File: src/hw/ssw_consts.svh
// Offsets, field positions, reset values and timing constants of the supply supervisor.
// Summary of operation
// - Reset output asserted from power-up onward.
// - Active-low reset low while supply low.
// - Active-high reset high while supply low.
// - Release delay starts after supply rises.
// - Release delay 200 ms, short variant 25 ms.
// - Supply drop reasserts reset, abandons delay.
// - Manual reset low forces both outputs active.
// - Active-high output always complements active-low.
// - Either kick edge restarts watchdog interval.
// - Missed kick gives one release-delay reset.
// - Watchdog timeout restarts a full interval.
// - Floating kick input makes internal kicks.
// - Standard variant latches reset on kicks during reset.
// - Improved variant ignores kicks during reset.
`ifndef SSW_CONSTS_SVH
`define SSW_CONSTS_SVH

// Clock rate and counter width.
`define SSW_CLK_HZ          20000000
`define SSW_CNT_W           25

// Times in milliseconds as specified.
`define SSW_DELAY_LONG_MS   200
`define SSW_DELAY_SHORT_MS  25
`define SSW_TOUT_LONG_MS    1600
`define SSW_TOUT_SHORT_MS   200

// Register byte offsets.
`define SSW_REG_CTRL        8'h00
`define SSW_REG_STATUS      8'h04
`define SSW_REG_EVENT       8'h08

// Control fields and reset value.
`define SSW_CTRL_SHORT      0
`define SSW_CTRL_IMPROVED   1
`define SSW_CTRL_RST        2'h0

// Status fields.
`define SSW_STAT_ASSERTED   0
`define SSW_STAT_SUPPLY     1
`define SSW_STAT_MANUAL     2
`define SSW_STAT_FLOAT      3
`define SSW_STAT_STATE_LO   4

// Event fields, write one to clear.
`define SSW_EVT_WDFIRED     0
`define SSW_EVT_LATCHED     1

// Bus answers.
`define SSW_RESP_OKAY       2'h0
`define SSW_RESP_SLVERR     2'h2

`endif

File: src/hw/ssw_pkg.sv
// Types shared by the supply supervisor modules.
package ssw_pkg;

  // Supervisor sequencing states.
  typedef enum logic [2:0] {
    ST_HOLD,
    ST_DELAY,
    ST_RUN,
    ST_WD_PULSE,
    ST_LATCHED
  } ssw_state_t;

  // Decoded register selection.
  typedef enum logic [1:0] {
    REG_CTRL,
    REG_STATUS,
    REG_EVENT,
    REG_NONE
  } ssw_reg_t;

endpackage : ssw_pkg

File: src/hw/ssw_sync.sv
// Two-flop synchroniser bank for pin inputs.
module ssw_sync #(
  parameter int W = 4
) (
  // Clocking.
  input  wire logic         clk,
  input  wire logic         rst,
  input  wire logic         ce,
  // Data.
  input  wire logic [W-1:0] din,
  output logic      [W-1:0] dout
);

  logic [W-1:0] stage1;

  // Each bit has its own pair; the first stage feeds only the second.
  for (genvar i = 0; i < W; i++) begin : g_bit
    always_ff @(posedge clk or posedge rst) begin
      if (rst) begin
        stage1[i] <= 1'b0;
        dout[i]   <= 1'b0;
      end else if (ce) begin
        stage1[i] <= din[i];
        dout[i]   <= stage1[i];
      end
    end
  end

endmodule : ssw_sync

File: src/hw/ssw_timer.sv
// Loadable down counter with a terminal flag.
`include "ssw_consts.svh"
module ssw_timer (
  // Clocking.
  input  wire logic                   clk,
  input  wire logic                   rst,
  input  wire logic                   ce,
  // Control.
  input  wire logic                   load,
  input  wire logic [`SSW_CNT_W-1:0]  load_val,
  output logic                        done
);

  logic [`SSW_CNT_W-1:0] count;

  assign done = (count == '0);

  // Load wins over counting; the counter parks at zero.
  always_ff @(posedge clk or posedge rst) begin
    if (rst) begin
      count <= '0;
    end else if (ce) begin
      if (load) begin
        count <= load_val;
      end else if (!done) begin
        count <= count - `SSW_CNT_W'(1);
      end
    end
  end

endmodule : ssw_timer

File: src/hw/ssw_top.sv
// Supply supervisor with manual reset, watchdog and an AXI4-Lite control port.
//
// Design decisions made here: the AXI4-Lite register port and the address map.
`include "ssw_consts.svh"
module ssw_top #(
  parameter logic [`SSW_CNT_W-1:0] DELAY_LONG_CYC  = `SSW_CNT_W'(`SSW_DELAY_LONG_MS * (`SSW_CLK_HZ / 1000)),
  parameter logic [`SSW_CNT_W-1:0] DELAY_SHORT_CYC = `SSW_CNT_W'(`SSW_DELAY_SHORT_MS * (`SSW_CLK_HZ / 1000)),
  parameter logic [`SSW_CNT_W-1:0] TOUT_LONG_CYC   = `SSW_CNT_W'(`SSW_TOUT_LONG_MS * (`SSW_CLK_HZ / 1000)),
  parameter logic [`SSW_CNT_W-1:0] TOUT_SHORT_CYC  = `SSW_CNT_W'(`SSW_TOUT_SHORT_MS * (`SSW_CLK_HZ / 1000))
) (
  // Clock, reset and clock enable.
  input  wire logic        CLK,
  input  wire logic        SYS_RST,
  input  wire logic        CE,
  // Pin inputs from outside the clock domain.
  input  wire logic        SUPPLY_ABOVE_THRESHOLD,
  input  wire logic        MANUAL_RESET_REQUEST_N,
  input  wire logic        WATCHDOG_KICK_IN,
  input  wire logic        KICK_FLOATING,
  // Reset outputs.
  output logic             RESET_N,
  output logic             RESET,
  // AXI4-Lite write address channel.
  input  wire logic [7:0]  S_AXI_AWADDR,
  input  wire logic        S_AXI_AWVALID,
  output logic             S_AXI_AWREADY,
  // AXI4-Lite write data channel.
  input  wire logic [31:0] S_AXI_WDATA,
  input  wire logic [3:0]  S_AXI_WSTRB,
  input  wire logic        S_AXI_WVALID,
  output logic             S_AXI_WREADY,
  // AXI4-Lite write response channel.
  output logic [1:0]       S_AXI_BRESP,
  output logic             S_AXI_BVALID,
  input  wire logic        S_AXI_BREADY,
  // AXI4-Lite read address channel.
  input  wire logic [7:0]  S_AXI_ARADDR,
  input  wire logic        S_AXI_ARVALID,
  output logic             S_AXI_ARREADY,
  // AXI4-Lite read data channel.
  output logic [31:0]      S_AXI_RDATA,
  output logic [1:0]       S_AXI_RRESP,
  output logic             S_AXI_RVALID,
  input  wire logic        S_AXI_RREADY
);

  // Address decode, shared by the write and the read path.
  function automatic ssw_pkg::ssw_reg_t ssw_decode(input logic [7:0] addr);
    case (addr)
      `SSW_REG_CTRL:   ssw_decode = ssw_pkg::REG_CTRL;
      `SSW_REG_STATUS: ssw_decode = ssw_pkg::REG_STATUS;
      `SSW_REG_EVENT:  ssw_decode = ssw_pkg::REG_EVENT;
      default:         ssw_decode = ssw_pkg::REG_NONE;
    endcase
  endfunction : ssw_decode

  // Synchronised pins.
  logic [3:0]            pins_raw;
  logic [3:0]            pins_sync;
  logic                  supply_ok;
  logic                  manual_n;
  logic                  kick_s;
  logic                  float_s;

  // Kick edge detection.
  logic                  kick_prev;
  logic [2:0]            kick_primed;
  logic                  kick_edge;
  logic                  wd_kick;

  // Sequencer.
  ssw_pkg::ssw_state_t   state;
  ssw_pkg::ssw_state_t   next_state;
  logic                  hold_cause;
  logic                  in_reset;
  logic                  next_asserted;
  logic                  delay_load;
  logic                  wd_load;
  logic                  delay_done;
  logic                  wd_done;
  logic [`SSW_CNT_W-1:0] delay_val;
  logic [`SSW_CNT_W-1:0] tout_val;

  // Software visible state.
  logic [1:0]            ctrl;
  logic                  ctrl_short;
  logic                  ctrl_improved;
  logic                  latched;
  logic                  next_latched;
  logic                  latch_set;
  logic                  latch_clr;
  logic                  wd_fired;
  logic                  wd_fire_set;
  logic                  wd_fire_clr;

  // Bus slave.
  logic                  aw_hold;
  logic [7:0]            aw_addr;
  logic                  w_hold;
  logic [31:0]           w_data;
  logic [3:0]            w_strb;
  logic                  aw_fire;
  logic                  w_fire;
  logic                  ar_fire;
  logic                  wr_go;
  logic                  next_aw_hold;
  logic                  next_w_hold;
  logic                  next_bvalid;
  logic                  next_rvalid;
  ssw_pkg::ssw_reg_t     wr_sel;
  ssw_pkg::ssw_reg_t     rd_sel;
  logic                  wr_low_byte;
  logic [31:0]           rd_word;
  logic [1:0]            rd_resp;
  logic [1:0]            wr_resp;

  assign pins_raw = {KICK_FLOATING, WATCHDOG_KICK_IN, MANUAL_RESET_REQUEST_N, SUPPLY_ABOVE_THRESHOLD};

  ssw_sync #(
    .W    (4)
  ) u_sync (
    .clk  (CLK),
    .rst  (SYS_RST),
    .ce   (CE),
    .din  (pins_raw),
    .dout (pins_sync)
  );

  // The comparator already applies hysteresis, so one level carries both thresholds.
  assign supply_ok = pins_sync[0];
  assign manual_n  = pins_sync[1];
  assign kick_s    = pins_sync[2];
  assign float_s   = pins_sync[3];

  // edge from samples
  // Edges count only once both sync stages and the previous-sample flop hold real
  // pin data, three clocks after reset, so a kick pin that idles high does not
  // look like an edge and latch reset by mistake.
  always_ff @(posedge CLK or posedge SYS_RST) begin
    if (SYS_RST) begin
      kick_prev   <= 1'b0;
      kick_primed <= 3'h0;
    end else if (CE) begin
      kick_prev   <= kick_s;
      kick_primed <= {kick_primed[1:0], 1'b1};
    end
  end

  assign kick_edge = kick_primed[2] & (kick_s ^ kick_prev);
  assign wd_kick   = kick_edge | float_s;

  // Variant selection from the control register.
  assign ctrl_short    = ctrl[`SSW_CTRL_SHORT];
  assign ctrl_improved = ctrl[`SSW_CTRL_IMPROVED];
  assign delay_val     = ctrl_short ? DELAY_SHORT_CYC : DELAY_LONG_CYC;
  assign tout_val      = ctrl_short ? TOUT_SHORT_CYC : TOUT_LONG_CYC;

  // Release delay and watchdog counters.
  ssw_timer u_delay (
    .clk      (CLK),
    .rst      (SYS_RST),
    .ce       (CE),
    .load     (delay_load),
    .load_val (delay_val),
    .done     (delay_done)
  );

  ssw_timer u_wdog (
    .clk      (CLK),
    .rst      (SYS_RST),
    .ce       (CE),
    .load     (wd_load),
    .load_val (tout_val),
    .done     (wd_done)
  );

  assign hold_cause = ~supply_ok | ~manual_n;
  assign in_reset   = (state != ssw_pkg::ST_RUN);

  // improved variant ignores kicks
  // Only real pin edges latch; self-kicks of a floating input never do.
  assign latch_set    = kick_edge & ~ctrl_improved & in_reset;
  assign next_latched = latch_set | (latched & ~latch_clr);

  // Sequencer; a held cause overrides every state.
  always_comb begin
    next_state = state;
    delay_load = 1'b0;
    wd_load    = 1'b0;
    if (hold_cause) begin
      next_state = ssw_pkg::ST_HOLD;
    end else begin
      case (state)
        ssw_pkg::ST_HOLD: begin
          if (next_latched) begin
            next_state = ssw_pkg::ST_LATCHED;
          end else begin
            next_state = ssw_pkg::ST_DELAY;
            delay_load = 1'b1;
          end
        end
        ssw_pkg::ST_DELAY: begin
          if (next_latched) begin
            next_state = ssw_pkg::ST_LATCHED;
          end else if (delay_done) begin
            next_state = ssw_pkg::ST_RUN;
            wd_load    = 1'b1;
          end
        end
        ssw_pkg::ST_RUN: begin
          if (wd_done) begin
            next_state = ssw_pkg::ST_WD_PULSE;
            delay_load = 1'b1;
            wd_load    = 1'b1;
          end else if (wd_kick) begin
            wd_load    = 1'b1;
          end
        end
        ssw_pkg::ST_WD_PULSE: begin
          if (next_latched) begin
            next_state = ssw_pkg::ST_LATCHED;
          end else if (delay_done) begin
            next_state = ssw_pkg::ST_RUN;
            wd_load    = 1'b1;
          end
        end
        ssw_pkg::ST_LATCHED: begin
          if (!next_latched) begin
            next_state = ssw_pkg::ST_DELAY;
            delay_load = 1'b1;
          end
        end
        default: begin
          next_state = ssw_pkg::ST_HOLD;
        end
      endcase
    end
  end

  assign next_asserted = (next_state != ssw_pkg::ST_RUN);

  always_ff @(posedge CLK or posedge SYS_RST) begin
    if (SYS_RST) begin
      state <= ssw_pkg::ST_HOLD;
    end else if (CE) begin
      state <= next_state;
    end
  end

  // outputs always complementary
  // Both outputs come from flops fed by one term, so they can never overlap.
  always_ff @(posedge CLK or posedge SYS_RST) begin
    if (SYS_RST) begin
      RESET_N <= 1'b0;
      RESET   <= 1'b1;
    end else if (CE) begin
      RESET_N <= ~next_asserted;
      RESET   <= next_asserted;
    end
  end

  // Sticky flags; a set in the same cycle as the clear wins.
  assign wd_fire_set = (state == ssw_pkg::ST_RUN) & (next_state == ssw_pkg::ST_WD_PULSE);

  always_ff @(posedge CLK or posedge SYS_RST) begin
    if (SYS_RST) begin
      latched  <= 1'b0;
      wd_fired <= 1'b0;
    end else if (CE) begin
      latched  <= next_latched;
      wd_fired <= wd_fire_set | (wd_fired & ~wd_fire_clr);
    end
  end

  // Bus handshakes; address and data are captured independently in any order.
  assign aw_fire      = S_AXI_AWVALID & S_AXI_AWREADY;
  assign w_fire       = S_AXI_WVALID & S_AXI_WREADY;
  assign ar_fire      = S_AXI_ARVALID & S_AXI_ARREADY;
  assign wr_go        = aw_hold & w_hold & ~S_AXI_BVALID;
  assign next_aw_hold = ~wr_go & (aw_hold | aw_fire);
  assign next_w_hold  = ~wr_go & (w_hold | w_fire);
  assign next_bvalid  = wr_go | (S_AXI_BVALID & ~S_AXI_BREADY);
  assign next_rvalid  = ar_fire | (S_AXI_RVALID & ~S_AXI_RREADY);

  // Write decode; only the low byte lane carries fields.
  assign wr_sel      = ssw_decode(aw_addr);
  assign wr_low_byte = wr_go & w_strb[0];
  assign latch_clr   = wr_low_byte & (wr_sel == ssw_pkg::REG_EVENT) & w_data[`SSW_EVT_LATCHED];
  assign wd_fire_clr = wr_low_byte & (wr_sel == ssw_pkg::REG_EVENT) & w_data[`SSW_EVT_WDFIRED];
  assign wr_resp     = (wr_sel == ssw_pkg::REG_NONE) ? `SSW_RESP_SLVERR : `SSW_RESP_OKAY;

  // Read decode; unmapped offsets read zero with an error answer.
  assign rd_sel = ssw_decode(S_AXI_ARADDR);

  always_comb begin
    rd_word = 32'h0000_0000;
    rd_resp = `SSW_RESP_OKAY;
    case (rd_sel)
      ssw_pkg::REG_CTRL: begin
        rd_word[1:0] = ctrl;
      end
      ssw_pkg::REG_STATUS: begin
        rd_word[`SSW_STAT_ASSERTED]                         = in_reset;
        rd_word[`SSW_STAT_SUPPLY]                           = supply_ok;
        rd_word[`SSW_STAT_MANUAL]                           = ~manual_n;
        rd_word[`SSW_STAT_FLOAT]                            = float_s;
        rd_word[`SSW_STAT_STATE_LO+2:`SSW_STAT_STATE_LO]    = state;
      end
      ssw_pkg::REG_EVENT: begin
        rd_word[`SSW_EVT_WDFIRED] = wd_fired;
        rd_word[`SSW_EVT_LATCHED] = latched;
      end
      default: begin
        rd_resp = `SSW_RESP_SLVERR;
      end
    endcase
  end

  // Write channel state and captured payloads.
  always_ff @(posedge CLK or posedge SYS_RST) begin
    if (SYS_RST) begin
      aw_hold <= 1'b0;
      w_hold  <= 1'b0;
      aw_addr <= 8'h00;
      w_data  <= 32'h0000_0000;
      w_strb  <= 4'h0;
    end else if (CE) begin
      aw_hold <= next_aw_hold;
      w_hold  <= next_w_hold;
      if (aw_fire) begin
        aw_addr <= S_AXI_AWADDR;
      end
      if (w_fire) begin
        w_data <= S_AXI_WDATA;
        w_strb <= S_AXI_WSTRB;
      end
    end
  end

  // Ready flags are registered, so they drop the cycle after a capture.
  always_ff @(posedge CLK or posedge SYS_RST) begin
    if (SYS_RST) begin
      S_AXI_AWREADY <= 1'b0;
      S_AXI_WREADY  <= 1'b0;
      S_AXI_ARREADY <= 1'b0;
    end else if (CE) begin
      S_AXI_AWREADY <= ~next_aw_hold;
      S_AXI_WREADY  <= ~next_w_hold;
      S_AXI_ARREADY <= ~next_rvalid;
    end
  end

  // Write response and control register update.
  always_ff @(posedge CLK or posedge SYS_RST) begin
    if (SYS_RST) begin
      S_AXI_BVALID <= 1'b0;
      S_AXI_BRESP  <= `SSW_RESP_OKAY;
      ctrl         <= `SSW_CTRL_RST;
    end else if (CE) begin
      S_AXI_BVALID <= next_bvalid;
      if (wr_go) begin
        S_AXI_BRESP <= wr_resp;
      end
      if (wr_low_byte && wr_sel == ssw_pkg::REG_CTRL) begin
        ctrl <= w_data[1:0];
      end
    end
  end

  // Read response; data are sampled at the address handshake.
  always_ff @(posedge CLK or posedge SYS_RST) begin
    if (SYS_RST) begin
      S_AXI_RVALID <= 1'b0;
      S_AXI_RDATA  <= 32'h0000_0000;
      S_AXI_RRESP  <= `SSW_RESP_OKAY;
    end else if (CE) begin
      S_AXI_RVALID <= next_rvalid;
      if (ar_fire) begin
        S_AXI_RDATA <= rd_word;
        S_AXI_RRESP <= rd_resp;
      end
    end
  end

endmodule : ssw_top

File: config.mk
export PLATFORM = sky130hd
export DESIGN_NAME = ssw_top
export DESIGN_NICKNAME = d
export VERILOG_FILES = /design/src/hw/ssw_pkg.sv /design/src/hw/ssw_sync.sv /design/src/hw/ssw_timer.sv /design/src/hw/ssw_top.sv
export VERILOG_INCLUDE_DIRS = /design/src /design/src/hw
export SDC_FILE = /design/constraint.sdc
export NUM_CORES = 1
export LEC_CHECK = 0
export BUFFER_PORTS_ARGS = -buffer_cell sky130_fd_sc_hd__buf_2
export CAP_MARGIN = 10
export CORE_MARGIN = 2
export CORE_UTILIZATION = 55
export CTS_BUF_LIST = sky130_fd_sc_hd__clkbuf_16
export DETAILED_ROUTE_END_ITERATION = 7
export GPL_TIMING_DRIVEN = 0
export PLACE_DENSITY = 0.88
export SYNTH_ARGS = -nofsm -noshare
export SYNTH_HDL_FRONTEND = slang
export SYNTH_HIERARCHICAL = 1
export SYNTH_SLANG_ARGS = --single-unit
File: constraint.sdc
create_clock -name CLK -period 5.25 [get_ports CLK]
set_input_delay 0 -clock CLK [delete_from_list [all_inputs] [get_ports CLK]]
set_output_delay 0 -clock CLK [all_outputs]
set_load 0.01 [all_outputs]
==> impl_metrics.yaml <==
run_status:
  outcome: "finished clean"
critical_path:
  crit_family: "simple AND/OR/NAND/NOR gates"
  r2r-start: "u_delay/count[0]"
  worstPathCellList: "inv_1 > ha_1 > or4b_2 > nor3_2 > nand2_1 > clkinv_1 > and3_1 > o211ai_1 > a21oi_1 > clkbuf_1 > clkbuf_1 > nor2_1 > a222oi_1 > nor2_1"
  critPathRequiredTime_ps: 5480
  cp_slowest_cell: "or4b_2"
  reg2regPathDepth: 14
  cpPeakStageDelay_ps: 620
  start_kind: "flip-flop"
  path_class: "reg -> reg"
  cp-end-kind: "flip-flop"
  regToRegEndpoint: "u_wdog/count[6]"
  rrSetupSlack_ps: 630
  cp.buffers_inverters: 4
  arrival_ps: 4850
  path_max_fanout: 11
floorplan:
  dieArea_sq_um: 11700
  start_util_pct: 57.2
  coreArea_sq_um: 10400
  fp-row-count: 37
  die_w_um: 108
  ioPinCount: 107
  die_h_um: 108
sta:
  finalHoldViolCount: 0
  finalSetupViolCount: 0
  maxSlewViolCount: 0
  hold-worst-slack_ps: 59.8
  clock_skew_ps: 10.9
  worst_pin_slew_ps: 1070
  min_period_ps: 4620
  tns_ps: 0
  fmax_ghz: 0.217
  grt_setup_unrepaired: "no"
  relSlewSlack_pct: 28.4
  layout_setup_ws_ps: 635
  period_share_pct: 87.9
finish:
  drive_gt1_share_pct: 19.8
  nets: 841
  stdcell_area_sq_um: 7100
  syn2layout_area_growth_pct: 19.3
  utilization_pct: 68.2
  fillers: 709
  num_antenna_cells: 0
place:
  place_hpwl_um: 11300
  post-place-ws_ps: 1110
  gp_congestion: 0.920
  placed_area_sq_um: 6580
  port_buffers: 46
grt:
  grt-ovfl-total: 0
  grt_max_degree: 41
  grt_util_met1_pct: 40.8
  grt_util_met2_pct: 57.2
  antenna_found_initial: 0
  grt-busiest-layer: "met2"
  grt_pass1_wl_um: 31400
  grt_pass1_vias: 6290
  track_usage_pct: 34.5
  met3_usage_pct: 9.22
clocking:
  cts_buffers: 9
  cts_sinks: 98
  cts_tree: "done"
  cts_setup_buffers: 0
  cts-htree-levels: 3
  max-clock-path-buffers: 2
  cts_root_buffer: "clkbuf_16"
  path_clk_slew_ps: 80
  clkLatencyLatePin_ps: 350
synthesis:
  synthFlopType: "dfrtp_1"
  yosysWarnings: 6
  synth_area_leaders: "dfrtp_1, nor2_1, buf_4"
  synth_async_sr_flop_share_pct: 100
  synth_top_area_cell: "dfrtp_1"
  syn_inst: 637
  synth_commonest_cells: "dfrtp_1, nor2_1, nand2_1, a21oi_1, nand3_1"
  synthesis.area_sq_um: 5950
  seq_area_frac_synth_pct: 41.2
  synth-seq-cells: 98
  yosysTopAreaCellShare_pct: 40.8
  synth_edf_count: 0
  synthDistinctLibCells: 73
  syn_avg_cell_area_sq_um: 9.35
  synth.most_common_cell: "dfrtp_1"
pwr:
  p_seq_share_pct: 45.0
  ir_worst_vdd_uv: 331
  p_comb_share_pct: 22.5
  clkPwrFrac_pct: 32.5
  switching_share_pct: 33.1
  power.internal_w: 0.00154
  power_leakage_nw: 3.12
  switching_power_w: 0.000764
  powerDensity_nw_per_um2: 325
drt:
  wl_per_cell_um: 21.4
  drt-total-wl_um: 19500
  first_pass_iters: 7
  drcViolationCount: 0
  dr.first_iter.drc_count: 958
  via_per_inst: 6.83
  via_count: 6240
  ant_nets: 0
flow_run:
  maxCapViolations: 0
hold_path:
  min_to: "S_AXI_WREADY"
  hold_depth: 4
  hold_class: "in -> reg"
  min-delay-start: "S_AXI_WVALID"
==> area by class of cell <==
class | count | area (sq um) | area share (%)
well taps | 136 | 170 | 2.40
repair buffers | 66 | 430 | 6.06
multi-input cells | 512 | 3260 | 45.9
flip-flops and latches | 98 | 2450 | 34.6
plain buffers | 55 | 347 | 4.88
clock inverters | 7 | 100 | 1.41
clock buffers | 9 | 225 | 3.17
inverters | 31 | 116 | 1.64
==> worst max path at each step <==
stage | slack, ps | start | end | depth (start not counted)
detailed placement | 1110 | u_delay/count[0] | u_wdog/count[6] | 14
CTS | 1010 | u_delay/count[0] | u_wdog/count[6] | 14
floorplan | 1910 | u_delay/count[0] | u_wdog/count[6] | 14
global placement | 1190 | u_delay/count[0] | u_wdog/count[6] | 14
finish | 630 | u_delay/count[0] | u_wdog/count[6] | 14
global route | 530 | u_delay/count[0] | u_wdog/count[6] | 14
==> sequential cells by signal (all words and copies together), names as in the netlist, 2 cells and up <==
signal and flops:
u_delay/count 25, u_wdog/count 25, aw_addr 8, S_AXI_RDATA 7
u_sync/dout 4, u_sync/stage1 4, kick_primed 3, state 3
ctrl 2, w_data 2
==> cells by family after synthesis <==
| kind of cell | Yosys count | share of synthesized area [%] |
|---|---|---|
| xor gates and xnor gates | 1 | 0.147 |
| AOI/OAI and AO/OA | 178 | 21.0 |
| and+or+nand+nor | 240 | 23.1 |
| other | 2 | 0.126 |
| adders and majority gates | 4 | 0.841 |
| DFF | 98 | 41.2 |
| buffers and inverters | 86 | 7.78 |
| muxes | 28 | 5.74 |
==> per-stage QoR <==
step / total power, W / cells
after floorplan: 0.00135 / 696
after global placement: 0.00145 / 878
after detailed placement: 0.00149 / 878
after CTS: 0.00223 / 914
after global routing: 0.00239 / 914
final: 0.00230 / 914
==> tightest hold or removal path: stages <==
cell,delay (ps)
buf_2,90
a21oi_1,60
nor2_1,120
a21oi_1,100
==> cell usage in the layout (no fill, tap or decap), types with 5 or more instances in the layout <==
cell	Yosys	routed
a22o_1	5	5
nand3_1	30	30
o211ai_1	6	6
a211o_1	5	5
inv_1	27	26
clkbuf_16	0	9
a22oi_1	15	15
dlygate4sd3_1	0	20
or3_1	8	8
buf_2	1	47
nor2_1	58	58
clkbuf_1	22	22
nand2_1	41	41
mux2_4	8	8
buf_4	27	27
nand4_1	10	10
nor4_1	10	10
o31ai_1	6	6
and3_1	5	5
nor3_1	20	20
a211oi_1	11	11
a21oi_1	40	40
nor3b_1	5	5
buf_6	5	5
o311ai_0	18	18
or4_1	6	6
o22ai_1	9	9
mux2_2	17	17
o21ai_0	27	27
conb_1	2	61
dfrtp_1	97	97
==> power groups by stage <==
stage	Sequential, W	Clock [W]	Combinational [W]
final	0.00104	0.000748	0.000519
after global routing	0.00105	0.000779	0.000560
after CTS	0.00102	0.000733	0.000481
after detailed placement	0.00103	0	0.000465
after global placement	0.00102	0	0.000436
after floorplan	0.00100	0	0.000344
==> layer usage <==
layer | routed length [um] | vias up
met5 | 0 | -
met4 | 1080 | 0
met3 | 2610 | 149
met2 | 9090 | 634
met1 | 6750 | 2861
li1 | - | 2596
==> repair_timing <==
item	CTS	global route
hold buffers	20	0
hold endpoints to repair	116	0
resized for setup	0	0
endpoints found under the setup margin	0	0
Note: power is estimated with default switching activity, not from simulation.
